$ cat src/pkg/psw_map.svh
// Register offsets, field positions, reset values and key codes for the flash write control
`ifndef PSW_MAP_SVH
`define PSW_MAP_SVH
`define PSW_CTL_ADDR    8'h8f
`define PSW_KEY_ADDR    8'hb7
`define PSW_CTL_RESET   8'h00
`define PSW_WE_BIT      0
`define PSW_EE_BIT      1
`define PSW_KEY_FIRST   8'ha5
`define PSW_KEY_SECOND  8'hf1
`define PSW_LK_LOCKED   2'h0
`define PSW_LK_FIRST    2'h1
`define PSW_LK_OPEN     2'h2
`define PSW_LK_DEAD     2'h3
`endif

$ cat src/pkg/psw_pkg.sv
// Types for the flash write control block
`default_nettype none
package psw_pkg;
   typedef enum logic [1:0] {LK_LOCKED, LK_FIRST, LK_OPEN, LK_DEAD} psw_lock_t;
   typedef enum logic [1:0] {OP_IDLE, OP_BUSY} psw_op_t;
   typedef struct packed {
      logic       we;
      logic       ee;
   } psw_ctl_t;
   typedef struct packed {
      psw_ctl_t   ctl;
      psw_lock_t  lock;
      psw_op_t    op;
      logic [7:0] rdata;
      logic       irq_hold;
      logic       fl_wr;
      logic       fl_er;
      logic       ram_wr;
      logic [15:0] addr;
      logic [7:0] data;
   } psw_state_t;
endpackage : psw_pkg
`default_nettype wire

$ cat src/hdl/psw_ctrl.sv
// Flash program-store write/erase control with key lock
`timescale 1ns/1ps
`default_nettype none
`include "psw_map.svh"
module psw_ctrl
(
   input  wire logic        clk,
   input  wire logic        rst_n,
   input  wire logic        sfr_wr,
   input  wire logic        sfr_rd,
   input  wire logic [7:0]  sfr_addr,
   input  wire logic [7:0]  sfr_wdata,
   output logic      [7:0]  sfr_rdata,
   input  wire logic        xdata_wr,
   input  wire logic [15:0] xdata_addr,
   input  wire logic [7:0]  xdata_wdata,
   output logic             ram_wr,
   output logic             flash_prog,
   output logic             flash_erase,
   output logic      [15:0] flash_addr,
   output logic      [7:0]  flash_data,
   input  wire logic        flash_done,
   output logic             irq_hold
);
   psw_pkg::psw_state_t st_ff;
   psw_pkg::psw_state_t nxt_st;

   always_comb
   begin
      nxt_st        = st_ff;
      nxt_st.fl_wr  = 1'b0;
      nxt_st.fl_er  = 1'b0;
      nxt_st.ram_wr = 1'b0;
      if (sfr_wr && sfr_addr == `PSW_CTL_ADDR)
      begin
         nxt_st.ctl.we = sfr_wdata[`PSW_WE_BIT];
         nxt_st.ctl.ee = sfr_wdata[`PSW_EE_BIT];
      end
      if (sfr_wr && sfr_addr == `PSW_KEY_ADDR)
      begin
         case (st_ff.lock)
            psw_pkg::LK_LOCKED:
               nxt_st.lock = (sfr_wdata == `PSW_KEY_FIRST) ? psw_pkg::LK_FIRST : psw_pkg::LK_DEAD;
            psw_pkg::LK_FIRST:
               nxt_st.lock = (sfr_wdata == `PSW_KEY_SECOND) ? psw_pkg::LK_OPEN : psw_pkg::LK_DEAD;
            psw_pkg::LK_OPEN:
               nxt_st.lock = psw_pkg::LK_DEAD;
            default:
               nxt_st.lock = psw_pkg::LK_DEAD;
         endcase
      end
      if (sfr_rd)
      begin
         if (sfr_addr == `PSW_CTL_ADDR)
            nxt_st.rdata = {6'h00, st_ff.ctl.ee, st_ff.ctl.we};
         else if (sfr_addr == `PSW_KEY_ADDR)
            nxt_st.rdata = {6'h00, st_ff.lock};
         else
            nxt_st.rdata = 8'h00;
      end
      case (st_ff.op)
         psw_pkg::OP_IDLE:
         begin
            if (xdata_wr)
            begin
               if (!st_ff.ctl.we)
                  nxt_st.ram_wr = 1'b1;
               else if (st_ff.lock == psw_pkg::LK_OPEN)
               begin
                  // Erase needs both enables; data ignored by the array on erase
                  nxt_st.fl_er    = st_ff.ctl.ee;
                  nxt_st.fl_wr    = !st_ff.ctl.ee;
                  nxt_st.addr     = xdata_addr;
                  nxt_st.data     = xdata_wdata;
                  nxt_st.op       = psw_pkg::OP_BUSY;
                  nxt_st.irq_hold = 1'b1;
               end
               else
                  nxt_st.lock = psw_pkg::LK_DEAD;
            end
         end
         psw_pkg::OP_BUSY:
         begin
            if (flash_done)
            begin
               nxt_st.op       = psw_pkg::OP_IDLE;
               nxt_st.irq_hold = 1'b0;
               // Key wins over nothing here: a dead lock stays dead
               if (st_ff.lock == psw_pkg::LK_OPEN)
                  nxt_st.lock = psw_pkg::LK_LOCKED;
            end
         end
         default:
            nxt_st.op = psw_pkg::OP_IDLE;
      endcase
   end

   always_ff @(posedge clk or negedge rst_n)
   begin
      if (!rst_n)
      begin
         st_ff <= '0;
      end
      else
      begin
         st_ff <= nxt_st;
      end
   end

   assign sfr_rdata   = st_ff.rdata;
   assign ram_wr      = st_ff.ram_wr;
   assign flash_prog  = st_ff.fl_wr;
   assign flash_erase = st_ff.fl_er;
   assign flash_addr  = st_ff.addr;
   assign flash_data  = st_ff.data;
   assign irq_hold    = st_ff.irq_hold;

   a_ctl_upper_zero: assert property (@(posedge clk) disable iff (!rst_n)
      sfr_rd && sfr_addr == `PSW_CTL_ADDR |=> sfr_rdata[7:2] == 6'h00) else $error("ctl upper bits nonzero");
   a_ctl_readback: assert property (@(posedge clk) disable iff (!rst_n)
      sfr_wr && sfr_addr == `PSW_CTL_ADDR ##1 sfr_rd && sfr_addr == `PSW_CTL_ADDR && !sfr_wr
      |=> sfr_rdata[1:0] == $past(sfr_wdata[1:0], 2)) else $error("ctl readback wrong");
   a_erase_both: assert property (@(posedge clk) disable iff (!rst_n)
      flash_erase |-> $past(st_ff.ctl.we) && $past(st_ff.ctl.ee)) else $error("erase without both enables");
   a_prog_we_only: assert property (@(posedge clk) disable iff (!rst_n)
      flash_prog |-> $past(st_ff.ctl.we) && !$past(st_ff.ctl.ee)) else $error("program with wrong enables");
   a_no_flash_off: assert property (@(posedge clk) disable iff (!rst_n)
      !st_ff.ctl.we && xdata_wr && st_ff.op == psw_pkg::OP_IDLE |=> ram_wr && !flash_prog && !flash_erase)
      else $error("write not routed to ram");
   a_irq_held: assert property (@(posedge clk) disable iff (!rst_n)
      (flash_prog || flash_erase) |-> irq_hold) else $error("irq not held in operation");
   a_key_open: assert property (@(posedge clk) disable iff (!rst_n)
      (flash_prog || flash_erase) |-> $past(st_ff.lock) == psw_pkg::LK_OPEN) else $error("op while not unlocked");
   a_relock_done: assert property (@(posedge clk) disable iff (!rst_n)
      st_ff.op == psw_pkg::OP_BUSY && flash_done && st_ff.lock == psw_pkg::LK_OPEN && !sfr_wr
      |=> st_ff.lock == psw_pkg::LK_LOCKED) else $error("no relock after op");
   a_dead_stays: assert property (@(posedge clk) disable iff (!rst_n)
      st_ff.lock == psw_pkg::LK_DEAD |=> st_ff.lock == psw_pkg::LK_DEAD) else $error("lock left disabled");
   a_key_read: assert property (@(posedge clk) disable iff (!rst_n)
      sfr_rd && sfr_addr == `PSW_KEY_ADDR |=> sfr_rdata == {6'h00, $past(st_ff.lock)}) else $error("key read wrong");

   // Key steps; a flash attempt in the same cycle wins and kills the lock
   a_first_key: assert property (@(posedge clk) disable iff (!rst_n)
      st_ff.lock == psw_pkg::LK_LOCKED && sfr_wr && sfr_addr == `PSW_KEY_ADDR && sfr_wdata == `PSW_KEY_FIRST
      && !(xdata_wr && st_ff.ctl.we && st_ff.op == psw_pkg::OP_IDLE) |=> st_ff.lock == psw_pkg::LK_FIRST)
      else $error("first key not taken");

   a_second_key: assert property (@(posedge clk) disable iff (!rst_n)
      st_ff.lock == psw_pkg::LK_FIRST && sfr_wr && sfr_addr == `PSW_KEY_ADDR && sfr_wdata == `PSW_KEY_SECOND
      && !(xdata_wr && st_ff.ctl.we && st_ff.op == psw_pkg::OP_IDLE) |=> st_ff.lock == psw_pkg::LK_OPEN)
      else $error("second key not taken");

   a_wrong_key: assert property (@(posedge clk) disable iff (!rst_n)
      st_ff.lock == psw_pkg::LK_LOCKED && sfr_wr && sfr_addr == `PSW_KEY_ADDR && sfr_wdata != `PSW_KEY_FIRST
      |=> st_ff.lock == psw_pkg::LK_DEAD)
      else $error("wrong key did not disable");

   a_open_rekey: assert property (@(posedge clk) disable iff (!rst_n)
      st_ff.lock == psw_pkg::LK_OPEN && sfr_wr && sfr_addr == `PSW_KEY_ADDR
      |=> st_ff.lock == psw_pkg::LK_DEAD)
      else $error("key write while open not fatal");

   // Attempt without the key is the hazard the lock exists for
   a_locked_attempt: assert property (@(posedge clk) disable iff (!rst_n)
      st_ff.op == psw_pkg::OP_IDLE && xdata_wr && st_ff.ctl.we && st_ff.lock != psw_pkg::LK_OPEN
      |=> st_ff.lock == psw_pkg::LK_DEAD)
      else $error("locked attempt did not disable");

   a_no_erase_off: assert property (@(posedge clk) disable iff (!rst_n)
      !st_ff.ctl.we
      |=> !flash_erase)
      else $error("erase with write enable clear");

   a_no_prog_off: assert property (@(posedge clk) disable iff (!rst_n)
      !st_ff.ctl.we
      |=> !flash_prog)
      else $error("program with write enable clear");

   a_ram_we_off: assert property (@(posedge clk) disable iff (!rst_n)
      ram_wr
      |-> !$past(st_ff.ctl.we) && !flash_prog && !flash_erase)
      else $error("ram write with write enable set");

   // Held until the array reports done; one launch per unlock
   a_irq_stays: assert property (@(posedge clk) disable iff (!rst_n)
      st_ff.op == psw_pkg::OP_BUSY && !flash_done
      |=> irq_hold)
      else $error("irq hold dropped early");

   a_irq_release: assert property (@(posedge clk) disable iff (!rst_n)
      st_ff.op == psw_pkg::OP_BUSY && flash_done
      |=> !irq_hold)
      else $error("irq hold not released");

   a_op_pulse: assert property (@(posedge clk) disable iff (!rst_n)
      flash_prog || flash_erase
      |=> !flash_prog && !flash_erase)
      else $error("flash strobe longer than one cycle");

   a_addr_taken: assert property (@(posedge clk) disable iff (!rst_n)
      flash_prog || flash_erase
      |-> flash_addr == $past(xdata_addr) && flash_data == $past(xdata_wdata))
      else $error("flash address or data not captured");
endmodule : psw_ctrl
`default_nettype wire

$ cat config.mk
export PLATFORM = sky130hd
export DESIGN_NAME = psw_ctrl
export DESIGN_NICKNAME = d
export VERILOG_FILES = /design/src/pkg/psw_pkg.sv /design/src/hdl/psw_ctrl.sv
export VERILOG_INCLUDE_DIRS = /design/src /design/src/pkg
export SDC_FILE = /design/constraint.sdc
export NUM_CORES = 1
export LEC_CHECK = 0
export BUFFER_PORTS_ARGS = -buffer_cell sky130_fd_sc_hd__buf_2
export CAP_MARGIN = 5
export CORE_UTILIZATION = 50
export CTS_CLUSTER_DIAMETER = 120
export DETAILED_ROUTE_END_ITERATION = 12
export PLACE_DENSITY = 0.84
export RECOVER_POWER = 100
export SLEW_MARGIN = 25
export SYNTH_ARGS = -nofsm -noshare
export SYNTH_HDL_FRONTEND = slang
export SYNTH_SLANG_ARGS = --single-unit
$ cat constraint.sdc
create_clock -name clk -period 2.6 [get_ports clk]
set_input_delay 0.13 -clock clk [delete_from_list [all_inputs] [get_ports clk]]
set_output_delay 0.13 -clock clk [all_outputs]
set_load 0.05 [all_outputs]
## Word level (Yosys, flattened, before mapping)

Index checks and enable logic that the tools add are counted.

- Register bits after elaboration: 42
- Input port bits: 46
- Output and inout port bits: 36
- Logic and storage cells: 54

- Equal/unequal tests: 11
- Muxes and demuxes: 23
- Reductions and logical operators: 9

Operator list:

| kind | number |
|---|---|
| 24-bit two-way mux | 2 |
| 8-bit == test, second input constant | 4 |
| 28-bit two-way mux | 1 |
| 27-bit two-way mux | 1 |
| 2-bit two-way mux | 7 |
| 4-bit two-way mux | 3 |
| 2-bit one-hot mux with 2 select lines | 3 |
| 2-bit != test, second input constant | 4 |
| 4-bit AND reduction | 2 |
| 3-bit two-way mux | 2 |
| 5-bit AND reduction | 1 |
| 2-bit by 1-bit == test with 1-bit output, second input constant | 2 |
| 2-bit logical NOT | 2 |
| 1-bit two-way mux | 3 |
| 2-bit == test, second input constant | 1 |
| 1-bit logical AND | 2 |
| 1-bit one-hot mux with 2 select lines | 1 |
| 2-bit nonzero test | 1 |
| 1-bit logical NOT | 1 |

## Logic depth before layout (Yosys ltp)

- Word-level depth: 8
- Gate-level depth with buffers: 5
- Mapped depth without buffers: 4

## Least setup slack after synthesis

No wires, ideal clock.

- Kind: register to register
- From: register st_ff[36] (netlist bit)
- To: register st_ff (netlist bit flash_addr[12])
- Library setup time: 0.125 ns
- Data arrival time: 1.269 ns
- Data required time: 2.475 ns
- Path slack: 1.206 ns
- Cell stages (with the launch flop): 6
- Buffers on the path: 2
- Period minus slack after synthesis: 1.394 ns
- Cells stage by stage: dfrtp_1 nand3b_4 nor2b_4 buf_8 buf_12 mux2_4

- Word-level cells in the longest chain between the ends: 2

RTL lines:

| item | line | text |
|---|---|---|
| start, declared | psw_ctrl.sv:25 | `psw_pkg::psw_state_t st_ff;` |
| start signal, assigned | psw_ctrl.sv:106 | `st_ff <= nxt_st;` |
| 2-bit logical NOT | psw_ctrl.sv:61 | `case (st_ff.op)` |
| 4-bit AND reduction (no line) | - |  |

No other way between the ends.
A chain may end at the register's enable or synchronous reset.

## Worst setup path in the final report

- From: register st_ff[39] (netlist bit)
- To: register st_ff (netlist bit flash_data[7])

- Word-level cells in the longest chain between the ends: 2

RTL lines:

| item | line | text |
|---|---|---|
| 2-bit == test | psw_ctrl.sv:68 | `else if (st_ff.lock == psw_pkg::LK_OPEN)` |
| 4-bit AND reduction (no line) | - |  |

No other way between the ends.

==> results.sh <==
export IMPL_seq_area_um2=876
export IMPL_worst_setup_hold_path_clk_slew_ns=0.10
export IMPL_die_area_mm2=0.00385
export IMPL_grt_pass1_wl_mm=4.53
export IMPL_h_tree_depth=2
export IMPL_synthDominantCellAreaShare=0.485
export IMPL_path_cells="nor2b_4, nor2b_1, buf_4, mux2_2"
export IMPL_hpwl_dp_mm=2.36
export IMPL_criticalPathCategory="reg -> reg"
export IMPL_firstDrtPassIters=4
export IMPL_drc=0
export IMPL_cp_max_fo=23
export IMPL_syn_area_mm2=0.00180
export IMPL_slowest_cell_on_the_critical_path="sky130_fd_sc_hd__dfrtp_1"
export IMPL_synth_area_leaders="sky130_fd_sc_hd__dfrtp_1 (49%), sky130_fd_sc_hd__buf_4 (13%), sky130_fd_sc_hd__mux2_4 (13%), sky130_fd_sc_hd__mux2_2 (5.6%), sky130_fd_sc_hd__buf_8 (1.7%)"
export IMPL_die_w_um=62.1
export IMPL_most_common_cell_after_layout_fill_and_taps_aside="sky130_fd_sc_hd__buf_2"
export IMPL_total_via_count_in_the_routed_design=1122
export IMPL_finalWorstPathRequiredPeriod_ns=1.93
export IMPL_layout_area_overhead_vs_synth_pct=5.76
export IMPL_cts_tree="done"
export IMPL_finalMaxSlewViolations=0
export IMPL_floorplan_io_pins=82
export IMPL_fin_worst_skew_ns=0.00572
export IMPL_synthesis_area_per_instance_um2=13.6
export IMPL_totalWireLength_mm=3.10
export IMPL_post_place_ws_ns=0.827
export IMPL_synth_sequential_area_ratio=0.485
export IMPL_synth_seq_cells=35
export IMPL_final_min_period_over_clock_period=0.743
export IMPL_total_power_uw=992
export IMPL_drive_gt1_frac=0.344
export IMPL_floorplan_rows=21
export IMPL_numPlacedInstances=225
export IMPL_slew_headroom=0.505
export IMPL_rsz_0062_raised_after_global_routing="false"
export IMPL_drt_vias_per_instance=4.77
export IMPL_die_h_um=62.1
export IMPL_antenna_found_initial=0
export IMPL_placement_io_buffers=75
export IMPL_setup_worst_path_end_class="register"
export IMPL_gp_congestion=0.811
export IMPL_slowest_delay_ns=0.44
export IMPL_setup_violations=0
export IMPL_outcome="complete, no violations"
export IMPL_avgRoutedWirePerCell_um=13.2
export IMPL_worst_slew_pin_transition_ns=0.742
export IMPL_clock_tree_buffer_depth=2
export IMPL_clock_sinks=35
export IMPL_fp_coreArea_mm2=0.00339
export IMPL_initial_core_utilization=0.532
export IMPL_instance_count_of_the_mapped_netlist=133
export IMPL_worst_endpoint_arrival_ns=2.15
export IMPL_setup_total_negative_slack_ns=0
export IMPL_max_cap_violations=0
export IMPL_final_fill_count=334
export IMPL_post_cts_resize_count=0
export IMPL_leakage_uw=0.00102
export IMPL_setup_slack_ns=0.668
export IMPL_fin_cells=235
export IMPL_residual_overflow_from_global_routing=0
export IMPL_hold_path_class="in -> reg"
export IMPL_drtAntennaViolNets=0
export IMPL_final_util=0.563
export IMPL_yosys_cell_types_count=31
export IMPL_power_ir_vdd_worst_mv=0.272
export IMPL_achievable_frequency_mhz=518
export IMPL_synth_largest_area_cell="sky130_fd_sc_hd__dfrtp_1"
export IMPL_most_frequent_cells_in_the_layout="sky130_fd_sc_hd__buf_2 (45), sky130_fd_sc_hd__dfrtp_1 (35), sky130_fd_sc_hd__clkbuf_1 (32), sky130_fd_sc_hd__mux2_1 (15), sky130_fd_sc_hd__mux2_2 (11)"
export IMPL_detail_route_iter0_violations=13
export IMPL_synthesis_yosys_warnings=0
export IMPL_clock_latency_ns=0.32
export IMPL_multi_input_area_um2=552
export IMPL_globalRouteTotalUtil=0.170
export IMPL_grt_pass1_vias=1032
export IMPL_maximum_number_of_pins_on_one_net_before_global_route_repair=36
export IMPL_hold_viol=0
export IMPL_cts_root_buffer="sky130_fd_sc_hd__clkbuf_4"
export IMPL_nNetsFinal=234
export IMPL_power_per_cell_area_mw_per_mm2=520
export IMPL_cts_bufs_inserted=5
export IMPL_antennaDiodeCount=0
export IMPL_cp_data_required_time_ns=2.82
export IMPL_startpoint_type="register"
[cells by family after synthesis]
kind of cell    share of synthesized area
compound gates                     0.0340
buf+inv                             0.165
flops                               0.485
mux                                 0.196
other cells                       0.00208
simple gates                        0.118
[per-stage QoR]
step                cell area, um^2  hold slack (ns)
floorplan                      1820           -0.166
global route                   1910        -0.000634
finish                         1910           0.0183
detailed placement             1970            0.240
CTS                            2040           0.0146
global placement               1970            0.236
[state kept, by name, summed over array words and instances (netlist names)]
name and count:
flash_erase 1, irq_hold 1, flash_addr 16, st_ff 5, flash_data 8, flash_prog 1
sfr_rdata 2, ram_wr 1
[final cells by class]
| type | instances | area share |
|---|---|---|
| flip-flops and latches | 35 | 0.459 |
| multi-input cells | 66 | 0.289 |
| repair buffers | 78 | 0.191 |
| well taps | 46 | 0.0302 |
| clock buffers | 7 | 0.0236 |
| inverters | 2 | 0.00393 |
| clock inverters | 1 | 0.00262 |
[worst max-delay path, delay by kind of cell (launching register included)]
kind / cells / cell delay, ns
mux: 1 / 0.38
buf+inv: 1 / 0.38
flops: 1 / 0.44
simple gates: 2 / 0.61
[power breakdown]
group | internal (uW) | total, uW | switching (uW) | leakage [uW]
Combinational | 53.0 | 146 | 93.3 | 0.000517
Sequential | 562 | 580 | 18.1 | 0.000476
Clock | 105 | 266 | 161 | 0.0000293
Total | 720 | 992 | 272 | 0.00102
[final timing paths]
| kind | start | end | slack (ns) | depth (start not counted) |
|---|---|---|---|---|
| hold reg to reg | st_ff[40] | flash_prog | 0.48 | 1 |
| setup reg to reg | st_ff[39] | flash_data[7] | 0.67 | 4 |
| hold / removal | xdata_addr[2] | flash_addr[2] | 0.02 | 2 |
| setup / recovery | st_ff[39] | flash_data[7] | 0.67 | 4 |
| min in group asynchronous | rst_n | flash_addr[13] | 0.41 | 2 |
| max in group asynchronous | rst_n | flash_addr[5] | 1.71 | 2 |
[synth_stat cells, drive strengths merged]
cell	number
buf	35
dfrtp	35
mux2	26
nand2	3
nor2	3
nor2b	3
a21o	2
a21oi	2
a22oi	2
a31oi	2
and2	2
inv	2
nand3	2
nand4	2
nand4b	2
nor3b	2
and3	1
conb	1
nand3b	1
nor4	1
nor4b	1
nor4bb	1
o221ai	1
or2b	1
[per-layer routing]
metal  global-route usage  part of all wire  vias to the layer above
li1                     -                 -                      534
met4               0.0508            0.0068                        0
met1                0.194              0.41                      524
met5                    0                 0                        -
met3               0.0642             0.080                        2
met2                0.296              0.50                       62
[timing repair]
item | CTS | global route
endpoints found under the hold margin | 37 | 0
hold buffers | 2 | 0
setup buffers | 0 | 0
(Power assumes the default switching activity.)
